$ cat src/hw/fts_params.svh
// offsets, field positions, reset values and fixed constants of the float-to-integer store
// assumes: included by bare name from the package and the sequencer
`ifndef FTS_PARAMS_SVH
`define FTS_PARAMS_SVH

// accumulator layout
`define FTS_FRAC_W        48
`define FTS_EXP_W         8
`define FTS_INT_W         16
`define FTS_INT_LSB       32
`define FTS_SIGN_POS      47
`define FTS_MEM_ADDR_W    16

// exponent arithmetic: 143 is the excess-128 code for 15
`define FTS_EXP_BIAS15    9'h0_08F
`define FTS_EXP_MSB       7

// constant register contents and the all-ones work register value
`define FTS_CR_START      48'h0000_0000_0001
`define FTS_CR_TOP        48'h8000_0000_0000
`define FTS_ALL_ONES      48'hFFFF_FFFF_FFFF

// register offsets (byte addresses)
`define FTS_REG_STATUS    4'h0
`define FTS_REG_MASK      4'h4
`define FTS_REG_RESULT    4'h8
`define FTS_REG_STATE     4'hC

// status / mask bit positions
`define FTS_IRQ_OVF       0
`define FTS_IRQ_DONE      1
`define FTS_IRQ_W         2
`define FTS_MASK_RESET    2'h0

`endif

$ cat src/hw/fts_pkg.sv
// types shared by the float-to-integer store sequencer, its bench, its assertions and its memory model
// assumes: fts_params.svh is on the include path
`include "fts_params.svh"

package fts_pkg;

    typedef struct packed {
        logic                        sign;
        logic [`FTS_EXP_W-1:0]       exp;
        logic [`FTS_FRAC_W-1:0]      frac;
    } fts_acc_t;

    typedef struct packed {
        logic                        req;
        logic [`FTS_MEM_ADDR_W-1:0]  addr;
        logic [`FTS_INT_W-1:0]       data;
    } fts_mem_wr_t;

    typedef enum logic [4:0] {
        S_IDLE, S_LOAD, S_ZERO, S_DIFF, S_SIGN, S_ALIGN, S_TRUNC, S_RELOAD,
        S_NEG, S_OOR_XFER, S_EXP16, S_POS_MAX, S_NEG_SHIFT, S_NEG_MAX,
        S_LIM_ADD, S_LIM_MOVE, S_LIM_TEST, S_LIM_ONES, S_LIM_OFL,
        S_STORE_REQ, S_STORE_WAIT, S_RESTORE
    } fts_state_t;

endpackage

$ cat src/hw/fts_fix_store.sv
// float-to-integer store sequencer with its avalon-mm register slave
// assumes: accumulator, memory bus and processor handshake all run on clk
//
// Function
// - truncate fraction, never round
// - negative exponent stores zero, positive sign
// - exponent code msb one means non-negative
// - fifteen minus exponent, non-negative means range
// - counter gets 143 minus code, carry if non-negative
// - top magnitude bit lands on integer bit 14
// - shift right per clock until count zero
// - clear constant register before in-range store
// - truncate via zero-filled mq before complementing
// - clear sign flag before storing complemented value
// - bus carries bits 32-47 of constant plus work
// - one write, wait completion, then return control
// - positive overflow stores max, sets interrupt
// - negative overflow stores min; exact limit no flag
// - exponent sixteen test by increment carry out
// - out-of-range loads one into constant bit 47
// - restore fraction and sign, exponent unchanged
// - sign flag high inverts bus data
`timescale 1ns/1ps
`include "fts_params.svh"

module fts_fix_store #(
    parameter int AV_ADDR_W = 4
) (
    // clock and reset
    input  wire logic                         clk,
    input  wire logic                         reset,
    // accumulator datapath
    input  wire logic                         start,
    input  wire fts_pkg::fts_acc_t            acc_in,
    input  wire logic [`FTS_MEM_ADDR_W-1:0]   store_addr,
    output fts_pkg::fts_acc_t                 acc_out,
    output logic                              busy,
    // memory bus
    output fts_pkg::fts_mem_wr_t              mem_wr,
    input  wire logic                         mem_done,
    // processor handshake
    output logic                              return_control,
    output logic                              irq,
    // avalon-mm slave
    input  wire logic [AV_ADDR_W-1:0]         avs_address,
    input  wire logic                         avs_read,
    input  wire logic                         avs_write,
    input  wire logic [31:0]                  avs_writedata,
    input  wire logic [3:0]                   avs_byteenable,
    output logic      [31:0]                  avs_readdata,
    output logic                              avs_waitrequest
);

    // refused at elaboration: the register decode reads four address bits
    if (AV_ADDR_W < 4) begin : g_addr_w_check
        $error("fts_fix_store: AV_ADDR_W must be at least 4");
    end

    fts_pkg::fts_state_t            state_q;
    logic [`FTS_FRAC_W-1:0]         save_q;          // fraction kept for restore
    logic [`FTS_FRAC_W-1:0]         work_q;
    logic [`FTS_FRAC_W-1:0]         constant_reg_q;
    logic [`FTS_FRAC_W-1:0]         mult_quot_reg_q;
    logic [`FTS_EXP_W-1:0]          exp_q;
    logic [`FTS_EXP_W-1:0]          shift_counter_q;
    logic                           accum_sign_flag_q;
    logic                           saved_sign_flag_q;
    logic                           exp_carry_flag_q;
    logic                           zero_flag_q;
    logic                           ovf_event;
    logic                           done_event;
    logic [`FTS_FRAC_W-1:0]         alu_sum;
    logic [`FTS_INT_W-1:0]          bus_word;
    logic [`FTS_EXP_W:0]            diff15;
    logic [`FTS_EXP_W:0]            inc_exp;
    logic [`FTS_IRQ_W-1:0]          status_q;
    logic [`FTS_IRQ_W-1:0]          mask_q;
    logic [`FTS_INT_W-1:0]          result_q;
    logic                           acc_valid_q;
    logic                           bus_req;
    logic                           bus_hit_wr;
    logic [3:0]                     reg_off;
    fts_pkg::fts_mem_wr_t           mem_wr_q;
    fts_pkg::fts_acc_t              acc_out_q;
    logic                           ret_q;
    logic                           irq_q;
    logic [31:0]                    rdata_q;
    logic                           wait_q;
    logic                           busy_q;

    fts_store_path u_store_path (
        .const_reg       (constant_reg_q),
        .work_reg        (work_q),
        .accum_sign_flag (accum_sign_flag_q),
        .alu_sum         (alu_sum),
        .bus_word        (bus_word)
    );

    // 9-bit results keep the carry out of the exponent loop
    assign diff15  = `FTS_EXP_BIAS15 - {1'b0, shift_counter_q};
    assign inc_exp = {1'b0, exp_q} + 9'h0_001;

    assign ovf_event  = (state_q == fts_pkg::S_POS_MAX)
                        || (state_q == fts_pkg::S_NEG_MAX)
                        || (state_q == fts_pkg::S_LIM_OFL);
    assign done_event = (state_q == fts_pkg::S_STORE_WAIT) && mem_done;

    // sequencer state
    always_ff @(posedge clk) begin
        if (reset) begin
            state_q <= fts_pkg::S_IDLE;
            busy_q  <= 1'b0;
        end else begin
            case (state_q)
                fts_pkg::S_IDLE: begin
                    if (start) begin
                        state_q <= fts_pkg::S_LOAD;
                        busy_q  <= 1'b1;
                    end
                end
                fts_pkg::S_LOAD: begin
                    // exponent code msb decides the sign of the true exponent
                    state_q <= exp_q[`FTS_EXP_MSB] ? fts_pkg::S_DIFF
                                                   : fts_pkg::S_ZERO;
                end
                fts_pkg::S_ZERO:       state_q <= fts_pkg::S_STORE_REQ;
                fts_pkg::S_DIFF:       state_q <= fts_pkg::S_SIGN;
                fts_pkg::S_SIGN: begin
                    state_q <= exp_carry_flag_q ? fts_pkg::S_ALIGN
                                                : fts_pkg::S_OOR_XFER;
                end
                fts_pkg::S_ALIGN: begin
                    if (shift_counter_q == '0) begin
                        state_q <= accum_sign_flag_q ? fts_pkg::S_TRUNC
                                                     : fts_pkg::S_STORE_REQ;
                    end
                end
                fts_pkg::S_TRUNC:      state_q <= fts_pkg::S_RELOAD;
                fts_pkg::S_RELOAD:     state_q <= fts_pkg::S_NEG;
                fts_pkg::S_NEG:        state_q <= fts_pkg::S_STORE_REQ;
                fts_pkg::S_OOR_XFER:   state_q <= fts_pkg::S_EXP16;
                fts_pkg::S_EXP16: begin
                    state_q <= accum_sign_flag_q ? fts_pkg::S_NEG_SHIFT
                                                 : fts_pkg::S_POS_MAX;
                end
                fts_pkg::S_POS_MAX:    state_q <= fts_pkg::S_STORE_REQ;
                fts_pkg::S_NEG_SHIFT: begin
                    state_q <= exp_carry_flag_q ? fts_pkg::S_LIM_ADD
                                                : fts_pkg::S_NEG_MAX;
                end
                fts_pkg::S_NEG_MAX:    state_q <= fts_pkg::S_STORE_REQ;
                fts_pkg::S_LIM_ADD:    state_q <= fts_pkg::S_LIM_MOVE;
                fts_pkg::S_LIM_MOVE:   state_q <= fts_pkg::S_LIM_TEST;
                fts_pkg::S_LIM_TEST:   state_q <= fts_pkg::S_LIM_ONES;
                fts_pkg::S_LIM_ONES: begin
                    state_q <= zero_flag_q ? fts_pkg::S_STORE_REQ
                                           : fts_pkg::S_LIM_OFL;
                end
                fts_pkg::S_LIM_OFL:    state_q <= fts_pkg::S_STORE_REQ;
                fts_pkg::S_STORE_REQ:  state_q <= fts_pkg::S_STORE_WAIT;
                fts_pkg::S_STORE_WAIT: begin
                    if (mem_done) begin
                        state_q <= fts_pkg::S_RESTORE;
                    end
                end
                fts_pkg::S_RESTORE: begin
                    state_q <= fts_pkg::S_IDLE;
                    busy_q  <= 1'b0;
                end
                default: begin
                    state_q <= fts_pkg::S_IDLE;
                    busy_q  <= 1'b0;
                end
            endcase
        end
    end

    // working fraction, saved fraction and multiplier-quotient register
    always_ff @(posedge clk) begin
        if (reset) begin
            work_q          <= '0;
            save_q          <= '0;
            mult_quot_reg_q <= '0;
        end else begin
            case (state_q)
                fts_pkg::S_IDLE: begin
                    if (start) begin
                        work_q          <= acc_in.frac;
                        save_q          <= acc_in.frac;
                        mult_quot_reg_q <= '0;
                    end
                end
                fts_pkg::S_ZERO:      work_q <= '0;
                fts_pkg::S_ALIGN: begin
                    // no shift at all when the exponent is exactly fifteen
                    if (shift_counter_q != '0) begin
                        work_q <= work_q >> 1;
                    end
                end
                fts_pkg::S_TRUNC: begin
                    mult_quot_reg_q <= {work_q[`FTS_INT_LSB +: `FTS_INT_W],
                                        {`FTS_INT_LSB{1'b0}}};
                end
                fts_pkg::S_RELOAD:    work_q <= mult_quot_reg_q;
                fts_pkg::S_NEG:       work_q <= '0 - work_q;
                fts_pkg::S_POS_MAX:   work_q <= `FTS_ALL_ONES;
                fts_pkg::S_NEG_SHIFT: work_q <= save_q << 1;
                fts_pkg::S_NEG_MAX:   work_q <= `FTS_ALL_ONES;
                fts_pkg::S_LIM_ADD: begin
                    mult_quot_reg_q <= {alu_sum[`FTS_INT_LSB +: `FTS_INT_W],
                                        {`FTS_INT_LSB{1'b0}}};
                end
                fts_pkg::S_LIM_MOVE:  work_q <= mult_quot_reg_q;
                fts_pkg::S_LIM_ONES:  work_q <= `FTS_ALL_ONES;
                fts_pkg::S_RESTORE:   work_q <= save_q;
                default: begin
                end
            endcase
        end
    end

    // constant register
    always_ff @(posedge clk) begin
        if (reset) begin
            constant_reg_q <= '0;
        end else if (state_q == fts_pkg::S_IDLE && start) begin
            constant_reg_q <= `FTS_CR_START;
        end else if (state_q == fts_pkg::S_ALIGN && shift_counter_q == '0) begin
            constant_reg_q <= '0;
        end else if (state_q == fts_pkg::S_EXP16) begin
            constant_reg_q <= `FTS_CR_TOP;
        end
    end

    // exponent, shift counter, carry and zero flags
    always_ff @(posedge clk) begin
        if (reset) begin
            exp_q            <= '0;
            shift_counter_q  <= '0;
            exp_carry_flag_q <= 1'b0;
            zero_flag_q      <= 1'b0;
        end else begin
            case (state_q)
                fts_pkg::S_IDLE: begin
                    if (start) begin
                        exp_q <= acc_in.exp;
                    end
                end
                fts_pkg::S_LOAD:      shift_counter_q <= exp_q;
                fts_pkg::S_DIFF: begin
                    shift_counter_q  <= diff15[`FTS_EXP_W-1:0];
                    exp_carry_flag_q <= ~diff15[`FTS_EXP_W];
                end
                fts_pkg::S_ALIGN: begin
                    if (shift_counter_q != '0) begin
                        shift_counter_q <= shift_counter_q - 8'h01;
                    end
                end
                fts_pkg::S_OOR_XFER:  exp_q <= shift_counter_q;
                fts_pkg::S_EXP16: begin
                    // negative difference of -1 carries out only for exponent 16
                    exp_carry_flag_q <= inc_exp[`FTS_EXP_W];
                end
                fts_pkg::S_POS_MAX,
                fts_pkg::S_NEG_SHIFT: begin
                    exp_q <= diff15[`FTS_EXP_W-1:0];
                end
                fts_pkg::S_LIM_TEST:  zero_flag_q <= (work_q == '0);
                default: begin
                end
            endcase
        end
    end

    // accumulator and saved sign flags
    always_ff @(posedge clk) begin
        if (reset) begin
            accum_sign_flag_q <= 1'b0;
            saved_sign_flag_q <= 1'b0;
        end else begin
            case (state_q)
                fts_pkg::S_IDLE: begin
                    if (start) begin
                        accum_sign_flag_q <= acc_in.sign;
                        saved_sign_flag_q <= 1'b0;
                    end
                end
                fts_pkg::S_LOAD,
                fts_pkg::S_SIGN: begin
                    accum_sign_flag_q <= saved_sign_flag_q;
                    saved_sign_flag_q <= accum_sign_flag_q;
                end
                fts_pkg::S_ZERO,
                fts_pkg::S_DIFF:      accum_sign_flag_q <= 1'b0;
                fts_pkg::S_NEG: begin
                    accum_sign_flag_q <= saved_sign_flag_q;
                    saved_sign_flag_q <= accum_sign_flag_q;
                end
                fts_pkg::S_RESTORE: begin
                    // the original sign sits in whichever flag is set
                    accum_sign_flag_q <= accum_sign_flag_q | saved_sign_flag_q;
                    saved_sign_flag_q <= 1'b0;
                end
                default: begin
                end
            endcase
        end
    end

    // memory write request, result capture and return of control
    always_ff @(posedge clk) begin
        if (reset) begin
            mem_wr_q <= '0;
            result_q <= '0;
            ret_q    <= 1'b0;
        end else begin
            ret_q <= done_event;
            if (state_q == fts_pkg::S_IDLE && start) begin
                mem_wr_q.addr <= store_addr;
            end
            if (state_q == fts_pkg::S_STORE_REQ) begin
                mem_wr_q.req  <= 1'b1;
                mem_wr_q.data <= bus_word;
                result_q      <= bus_word;
            end else if (done_event) begin
                mem_wr_q.req  <= 1'b0;
            end
        end
    end

    // accumulator presented back to the datapath once restored
    always_ff @(posedge clk) begin
        if (reset) begin
            acc_out_q   <= '0;
            acc_valid_q <= 1'b0;
        end else if (state_q == fts_pkg::S_IDLE && start) begin
            acc_valid_q <= 1'b0;
        end else if (state_q == fts_pkg::S_RESTORE) begin
            acc_out_q.frac <= save_q;
            acc_out_q.exp  <= exp_q;
            acc_out_q.sign <= accum_sign_flag_q | saved_sign_flag_q;
            acc_valid_q    <= 1'b1;
        end
    end

    // sticky status: set wins over a same-cycle write-one-to-clear
    assign reg_off    = avs_address[3:0];
    assign bus_req    = (avs_read || avs_write) && wait_q;
    // a write lands only at the edge where waitrequest is seen low
    assign bus_hit_wr = avs_write && !wait_q && avs_byteenable[0];

    always_ff @(posedge clk) begin
        if (reset) begin
            status_q <= '0;
        end else begin
            if (bus_hit_wr && reg_off == `FTS_REG_STATUS) begin
                status_q <= status_q & ~avs_writedata[`FTS_IRQ_W-1:0];
            end
            if (ovf_event) begin
                status_q[`FTS_IRQ_OVF] <= 1'b1;
            end
            if (done_event) begin
                status_q[`FTS_IRQ_DONE] <= 1'b1;
            end
        end
    end

    always_ff @(posedge clk) begin
        if (reset) begin
            mask_q <= `FTS_MASK_RESET;
        end else if (bus_hit_wr && reg_off == `FTS_REG_MASK) begin
            mask_q <= avs_writedata[`FTS_IRQ_W-1:0];
        end
    end

    always_ff @(posedge clk) begin
        if (reset) begin
            irq_q <= 1'b0;
        end else begin
            irq_q <= |(status_q & mask_q);
        end
    end

    // one wait cycle per access keeps read data a registered value
    always_ff @(posedge clk) begin
        if (reset) begin
            wait_q  <= 1'b1;
            rdata_q <= '0;
        end else if (bus_req) begin
            wait_q  <= 1'b0;
            rdata_q <= '0;
            if (avs_read) begin
                case (reg_off)
                    `FTS_REG_STATUS: rdata_q <= {30'h0, status_q};
                    `FTS_REG_MASK:   rdata_q <= {30'h0, mask_q};
                    `FTS_REG_RESULT: rdata_q <= {16'h0, result_q};
                    `FTS_REG_STATE:  rdata_q <= {27'h0, acc_valid_q, zero_flag_q,
                                                 accum_sign_flag_q, saved_sign_flag_q,
                                                 state_q != fts_pkg::S_IDLE};
                    default:         rdata_q <= '0;
                endcase
            end
        end else begin
            wait_q <= 1'b1;
        end
    end

    assign busy            = busy_q;
    assign acc_out         = acc_out_q;
    assign mem_wr          = mem_wr_q;
    assign return_control  = ret_q;
    assign irq             = irq_q;
    assign avs_readdata    = rdata_q;
    assign avs_waitrequest = wait_q;

endmodule

$ cat src/hw/fts_store_path.sv
// data-loop adder and output multiplexer toward the memory data bus
// assumes: purely combinational, fed from registers of the sequencer
`timescale 1ns/1ps
`include "fts_params.svh"

module fts_store_path (
    // operands
    input  wire logic [`FTS_FRAC_W-1:0] const_reg,
    input  wire logic [`FTS_FRAC_W-1:0] work_reg,
    input  wire logic                   accum_sign_flag,
    // results
    output logic      [`FTS_FRAC_W-1:0] alu_sum,
    output logic      [`FTS_INT_W-1:0]  bus_word
);

    // wraps at 48 bits, as the limit test relies on
    assign alu_sum  = const_reg + work_reg;
    // only the top sixteen bits reach the bus, so the fraction is simply dropped
    assign bus_word = alu_sum[`FTS_INT_LSB +: `FTS_INT_W]
                      ^ {`FTS_INT_W{accum_sign_flag}};

endmodule

$ cat config.mk
export PLATFORM = sky130hd
export DESIGN_NAME = fts_fix_store
export DESIGN_NICKNAME = d
export VERILOG_FILES = /design/src/hw/fts_pkg.sv /design/src/hw/fts_fix_store.sv /design/src/hw/fts_store_path.sv
export VERILOG_INCLUDE_DIRS = /design/src /design/src/hw
export SDC_FILE = /design/constraint.sdc
export NUM_CORES = 1
export LEC_CHECK = 0
export BUFFER_PORTS_ARGS = -buffer_cell sky130_fd_sc_hd__clkbuf_2
export CAP_MARGIN = 25
export CORE_UTILIZATION = 55
export DETAILED_ROUTE_END_ITERATION = 6
export GPL_ROUTABILITY_DRIVEN = 0
export PLACE_DENSITY = 0.83
export SKIP_LAST_GASP = 1
export SLEW_MARGIN = 20
export SYNTH_ARGS = -nofsm -noshare
export SYNTH_HDL_FRONTEND = slang
export SYNTH_HIERARCHICAL = 1
export SYNTH_SLANG_ARGS = --single-unit
$ cat constraint.sdc
create_clock -name clk -period 6 [get_ports clk]
set_input_delay 1.2 -clock clk [delete_from_list [all_inputs] [get_ports clk]]
set_output_delay 1.2 -clock clk [all_outputs]
set_load 0.1 [all_outputs]
Word level (Yosys, flattened, before mapping). Index checks and enable logic that the tools add are counted. W data, S select, Z words.

$add $sub $neg: 5. $mul: 0. Divide/modulo/power cells: 0. Magnitude comparators: 0. Equality and inequality tests: 28. Shift operators: 0. Multiplexer cells: 37. Bitwise logic cells: 8. Reductions and logical operators: 49.

Operators with widths (count): $pmux W48 S8 (1); $mux W48 (3); $pmux W48 S3 (1); $pmux W5 S17 (1); $pmux W16 S4 (1); $add A48 B48 Y48 (1); $logic_not A48 Y1 (1); $pmux W8 S3 (2); $sub A1 B48 Y48 const A (1); $eq A5 B4 Y1 const B (8); $eq A5 B5 Y1 const B (6); $eq A5 B3 Y1 const B (4); $mux W5 (4); $reduce_or A20 Y1 (1); $mux W16 (1); $mux W8 (2); $reduce_and A2 Y1 (8); $reduce_bool A8 Y1 (2); $xor A16 B16 Y16 (1); $reduce_bool A3 Y1 (5); $mux W1 (13); $eq A5 B2 Y1 const B (2); $reduce_or A2 Y1 (5); $add A8 B1 Y9 const B (1); 28 further kinds (52).

Register bits after elaboration: 302. Latch bits: 0. RAM bits: 0. Bits in read-only memories: 0. Logic and storage cells: 154. Memories: 0.

Depth between registers and ports, before layout.
Depth after elaboration: 6. Gate-level depth with buffers: 12. Mapped depth without buffers: 12.

Modules after synthesis. The synthesis kept the hierarchy.

Modules (own cells, without submodules): fts_fix_store (times used 1, cells each 1613, area each 12298.0 um^2, sequential area each 5084.9 um^2); fts_store_path (times used 1, cells each 424, area each 3000.4 um^2, sequential area each 0.0 um^2).

Worst setup path after synthesis. No wires, ideal clock.

Kind: flip-flop to flip-flop. Start: reg work_q[0]. End: reg mult_quot_reg_q[46]. Setup time: 0.128 ns. Arrival time: 2.958 ns. Data required time: 5.872 ns. Slack: 2.914 ns. Stages on the path, launching flop included: 13. Clock period less this slack: 3.086 ns. Path through: dfxtp_1 > ha_1 > fa_1 > a211oi_1 > o211ai_1 > a221oi_1 > o31ai_1 > a221oi_2 > o21ai_1 > a41o_1 > xor2_1 > a222oi_1 > nor2_1.

Word-level cells in the longest chain between the ends: 2.

RTL lines: start, declared (RTL line fts_fix_store.sv:61) `` logic [`FTS_FRAC_W-1:0] work_q; ``; start signal, assigned (RTL line fts_fix_store.sv:188) `work_q <= acc_in.frac;`; start signal, assigned (RTL line fts_fix_store.sv:197) `work_q <= work_q >> 1;`; start signal, assigned (RTL line fts_fix_store.sv:204) `fts_pkg::S_RELOAD: work_q <= mult_quot_reg_q;`; $add A48 B48 Y48 (RTL line fts_store_path.sv:17) `assign alu_sum = const_reg + work_reg;`; net alu_sum[46] (RTL line fts_fix_store.sv:72) `` logic [`FTS_FRAC_W-1:0] alu_sum; ``; $pmux W48 S3 (RTL line fts_fix_store.sv:185) `case (state_q)`; end signal, assigned (RTL line fts_fix_store.sv:201) `` mult_quot_reg_q <= {work_q[`FTS_INT_LSB +: `FTS_INT_W], ``; end signal, assigned (RTL line fts_fix_store.sv:210) `` mult_quot_reg_q <= {alu_sum[`FTS_INT_LSB +: `FTS_INT_W], ``; end, declared (RTL line fts_fix_store.sv:63) `` logic [`FTS_FRAC_W-1:0] mult_quot_reg_q; ``.

The timed path passes the listed nets, and every way through them passes these cells. A chain may end at the register's enable or synchronous reset.

Final worst setup path.
Start: reg state_q[1]. End: reg work_q[42].

Word-level cells in the longest chain between the ends: 4.

RTL lines: start, declared (RTL line fts_fix_store.sv:59) `fts_pkg::fts_state_t state_q;`; start signal, assigned (RTL line fts_fix_store.sv:111) `state_q <= fts_pkg::S_IDLE;`; start signal, assigned (RTL line fts_fix_store.sv:117) `state_q <= fts_pkg::S_LOAD;`; start signal, assigned (RTL line fts_fix_store.sv:123) `` state_q <= exp_q[`FTS_EXP_MSB] ? fts_pkg::S_DIFF ``; $eq A5 B4 Y1 (tied with other cells) (RTL line fts_fix_store.sv:185); $reduce_or A3 Y1 (no source line) or $reduce_or A2 Y1 (tied branches); $reduce_bool A8 Y1 (no source line); $reduce_and A3 Y1 (no source line).

Several ways; a longest one is shown, not always the timed one.

==> run_summary.xml <==
<?xml version="1.0" encoding="UTF-8"?>
<metrics>
  <group name="power_and_ir_drop">
    <metric name="leakage" unit="nW">6.64</metric>
    <metric name="p_total" unit="mW">8.59</metric>
    <metric name="power_density" unit="nW/µm²">505</metric>
    <metric name="peakVddDrop" unit="mV">0.322</metric>
  </group>
  <group name="sta">
    <metric name="timing.final.setup_violations" unit="">0</metric>
    <metric name="finalCritPeriodShare" unit="%">69.2</metric>
    <metric name="postLayoutSetupSlackWorst" unit="ps">1850</metric>
    <metric name="final.hold.worst_slack" unit="ps">455</metric>
    <metric name="finalCriticalPeriod" unit="ps">4150</metric>
    <metric name="worst-slew-pin-transition" unit="ps">1070</metric>
    <metric name="clock-skew-final" unit="ps">10.6</metric>
    <metric name="max_freq" unit="MHz">241</metric>
    <metric name="final_max_slew_viols" unit="">0</metric>
    <metric name="max_slew_margin" unit="%">28.3</metric>
    <metric name="finalHoldViolCount" unit="">0</metric>
    <metric name="unrepaired_setup_endpoints_after_global_routing" unit="">no</metric>
    <metric name="final.setup.tns" unit="ps">0</metric>
  </group>
  <group name="global_routing">
    <metric name="total_routing_usage_reported_by_global_routing" unit="%">33.3</metric>
    <metric name="grt_pass1_vias" unit="">14900</metric>
    <metric name="grt.overflow.total" unit="">0</metric>
    <metric name="antenna_found_initial" unit="">0</metric>
    <metric name="first_pass_grt_wire_length" unit="mm">76.1</metric>
    <metric name="maximum_number_of_pins_on_one_net_before_global_route_repair" unit="">98</metric>
  </group>
  <group name="worst_setup_path">
    <metric name="cp_cell_sequence" unit="">or3b_2 &gt; nor2_2 &gt; buf_4 &gt; a221oi_4 &gt; buf_4 &gt; nor2_1 &gt; o21ai_0 &gt; nand3_1</metric>
    <metric name="worstPathMaxFanout" unit="">53</metric>
    <metric name="crit_path_frequent_cell" unit="">sky130_fd_sc_hd__buf_4</metric>
    <metric name="arrival" unit="ps">4630</metric>
    <metric name="timing.critical_path.to_type" unit="">flip-flop</metric>
    <metric name="slowest_stage" unit="">sky130_fd_sc_hd__nor2_1</metric>
    <metric name="start_kind" unit="">flip-flop</metric>
    <metric name="reg2reg_setup_slack" unit="ps">1850</metric>
    <metric name="reg2regPathDepth" unit="">8</metric>
    <metric name="crit_required" unit="ps">6480</metric>
    <metric name="critical_path.max_stage_delay" unit="ps">800</metric>
    <metric name="setup.worst_path.end" unit="">work_q[42]$_SDFFE_PP0P_</metric>
    <metric name="rr_endpoint" unit="">work_q[42]$_SDFFE_PP0P_</metric>
    <metric name="critical_path_class" unit="">flip-flop to flip-flop</metric>
    <metric name="reg2reg_from" unit="">state_q[1]$_SDFFE_PP0P_</metric>
    <metric name="critical_path.startpoint" unit="">state_q[1]$_SDFFE_PP0P_</metric>
  </group>
  <group name="logic_synthesis">
    <metric name="syn_inst" unit="">1976</metric>
    <metric name="yosys_warnings" unit="">6</metric>
    <metric name="mappedNetlistArea" unit="µm²">14900</metric>
    <metric name="postSynthAreaPerCell" unit="µm²">7.52</metric>
  </group>
  <group name="route">
    <metric name="drt_iter0_markers" unit="">2046</metric>
    <metric name="drt-pass1-iter-count" unit="">7</metric>
    <metric name="route.detailed.vias_per_inst" unit="">6.49</metric>
    <metric name="count_of_antenna_violating_nets_left_after_detailed_routing" unit="">0</metric>
    <metric name="detail_route.drc_violations" unit="">31</metric>
    <metric name="wl_per_cell" unit="µm">19.4</metric>
    <metric name="vias" unit="">16100</metric>
    <metric name="finalWirelength" unit="mm">48.1</metric>
  </group>
  <group name="clocking">
    <metric name="clk-insertion-delay-late" unit="ps">550</metric>
    <metric name="cts.hold.buffers_added" unit="">0</metric>
    <metric name="cts-resized-gates" unit="">0</metric>
    <metric name="cts-buffers-inserted" unit="">27</metric>
    <metric name="cts.sink_count" unit="">254</metric>
    <metric name="cts_root_buf" unit="">sky130_fd_sc_hd__clkbuf_16</metric>
    <metric name="cts_post_setup_buffers_inserted" unit="">0</metric>
    <metric name="clockBufferDepth" unit="">3</metric>
    <metric name="maximum_level_of_the_cts_h_tree" unit="">1</metric>
    <metric name="cts_tree" unit="">done</metric>
    <metric name="clk_transition_reported_paths" unit="ps">60</metric>
  </group>
  <group name="cells_and_area">
    <metric name="ant_diodes" unit="">0</metric>
    <metric name="finish.utilization" unit="%">64.8</metric>
    <metric name="layout-area-overhead-vs-synth" unit="%">14.6</metric>
    <metric name="finish.net_count" unit="">2293</metric>
    <metric name="design_area" unit="µm²">17000</metric>
    <metric name="fraction_of_layout_instances_using_a_drive_strength_above_1" unit="%">14.4</metric>
    <metric name="fillCellCount" unit="">2195</metric>
    <metric name="fin_cells" unit="">2476</metric>
  </group>
  <group name="run_status">
    <metric name="violations_in_the_final_reports" unit="">design-rule violations</metric>
    <metric name="run_status" unit="">finished with violations</metric>
  </group>
  <group name="place">
    <metric name="post-dp-hpwl" unit="mm">33.1</metric>
    <metric name="post-place-ws" unit="ps">2170</metric>
    <metric name="numPortBuffers" unit="">195</metric>
    <metric name="place_area" unit="µm²">16100</metric>
    <metric name="placedCellCount" unit="">2427</metric>
  </group>
  <group name="floorplanning">
    <metric name="initial_core_util" unit="%">56.6</metric>
    <metric name="core_area" unit="µm²">26300</metric>
    <metric name="die_height" unit="µm">166</metric>
    <metric name="ios" unit="">245</metric>
    <metric name="floorplan.die.width" unit="µm">166</metric>
    <metric name="die_area" unit="µm²">27700</metric>
    <metric name="fp-row-count" unit="">59</metric>
  </group>
  <group name="min_path">
    <metric name="hold_class" unit="">flip-flop to flip-flop</metric>
  </group>
  <group name="run">
    <metric name="cap_viol_max_count" unit="">0</metric>
  </group>
</metrics>
==> cell type report <==
cell class / instances / area [µm²] / share of cell area (%)
clock inverter: 15 / 208 / 1.22
clock buffer: 33 / 718 / 4.22
tap: 335 / 419 / 2.46
sequential: 254 / 5080 / 29.9
inverter: 33 / 124 / 0.727
timing repair buffer: 224 / 1220 / 7.16
multi-input combinational: 1582 / 9260 / 54.3
==> report_power, final <==
| group | total (mW) | switching [mW] | internal [mW] |
|---|---|---|---|
| Clock | 1.77 | 0.702 | 1.06 |
| Combinational | 4.34 | 2.89 | 1.45 |
| Sequential | 2.49 | 0.493 | 1.99 |
==> flip-flops by register name, indices dropped and copies added, names as in the netlist, 2 cells and up <==
name	cells
mask_q	2
save_q	48
mem_wr	33
work_q	48
constant_reg_q	2
acc_out	57
shift_counter_q	8
status_q	2
state_q	5
avs_readdata	16
mult_quot_reg_q	16
exp_q	8
==> metal layers <==
metal	part of all wire (%)	wire length, µm	GRT usage (%)	vias up
li1	-	-	-	7421
met1	39	18800	42.9	7417
met2	45	21800	54.2	1045
met3	11	5420	5.84	177
met4	4.3	2070	15.6	0
met5	0	0	0	-
==> worst min-delay path by stage <==
stage	start	to	slack [ps]	cells after the start
after global routing	mem_wr[16]$_SDFFE_PP0P_	mem_wr[16]$_SDFFE_PP0P_	470	2
after global placement	mem_wr[26]$_SDFFE_PP0P_	mem_wr[26]$_SDFFE_PP0P_	440	2
final	acc_out[21]$_SDFFE_PP0P_	acc_out[21]$_SDFFE_PP0P_	450	2
after CTS	acc_out[21]$_SDFFE_PP0P_	acc_out[21]$_SDFFE_PP0P_	450	2
after detailed placement	acc_out[21]$_SDFFE_PP0P_	acc_out[21]$_SDFFE_PP0P_	450	2
after floorplan	zero_flag_q$_SDFFE_PP0P_	zero_flag_q$_SDFFE_PP0P_	440	2
==> cells in the final DEF (no fill, tap or decap), types with 50 or more instances in the layout <==
cell type,instances
sky130_fd_sc_hd__a22oi_1,51
sky130_fd_sc_hd__ha_1,51
sky130_fd_sc_hd__nor3_1,50
sky130_fd_sc_hd__dfxtp_1,254
sky130_fd_sc_hd__clkbuf_2,194
sky130_fd_sc_hd__a21oi_1,241
sky130_fd_sc_hd__nand2_1,378
sky130_fd_sc_hd__nor2_1,147
sky130_fd_sc_hd__conb_1,63
sky130_fd_sc_hd__o21ai_0,72
==> worst max-delay path, delay by kind of cell, from the launching register on <==
kind,cells,cell delay (ps)
flops,1,600
buf+inv,2,870
simple gates,4,2230
compound gates,2,360
Power figures use the tool's default switching activity.
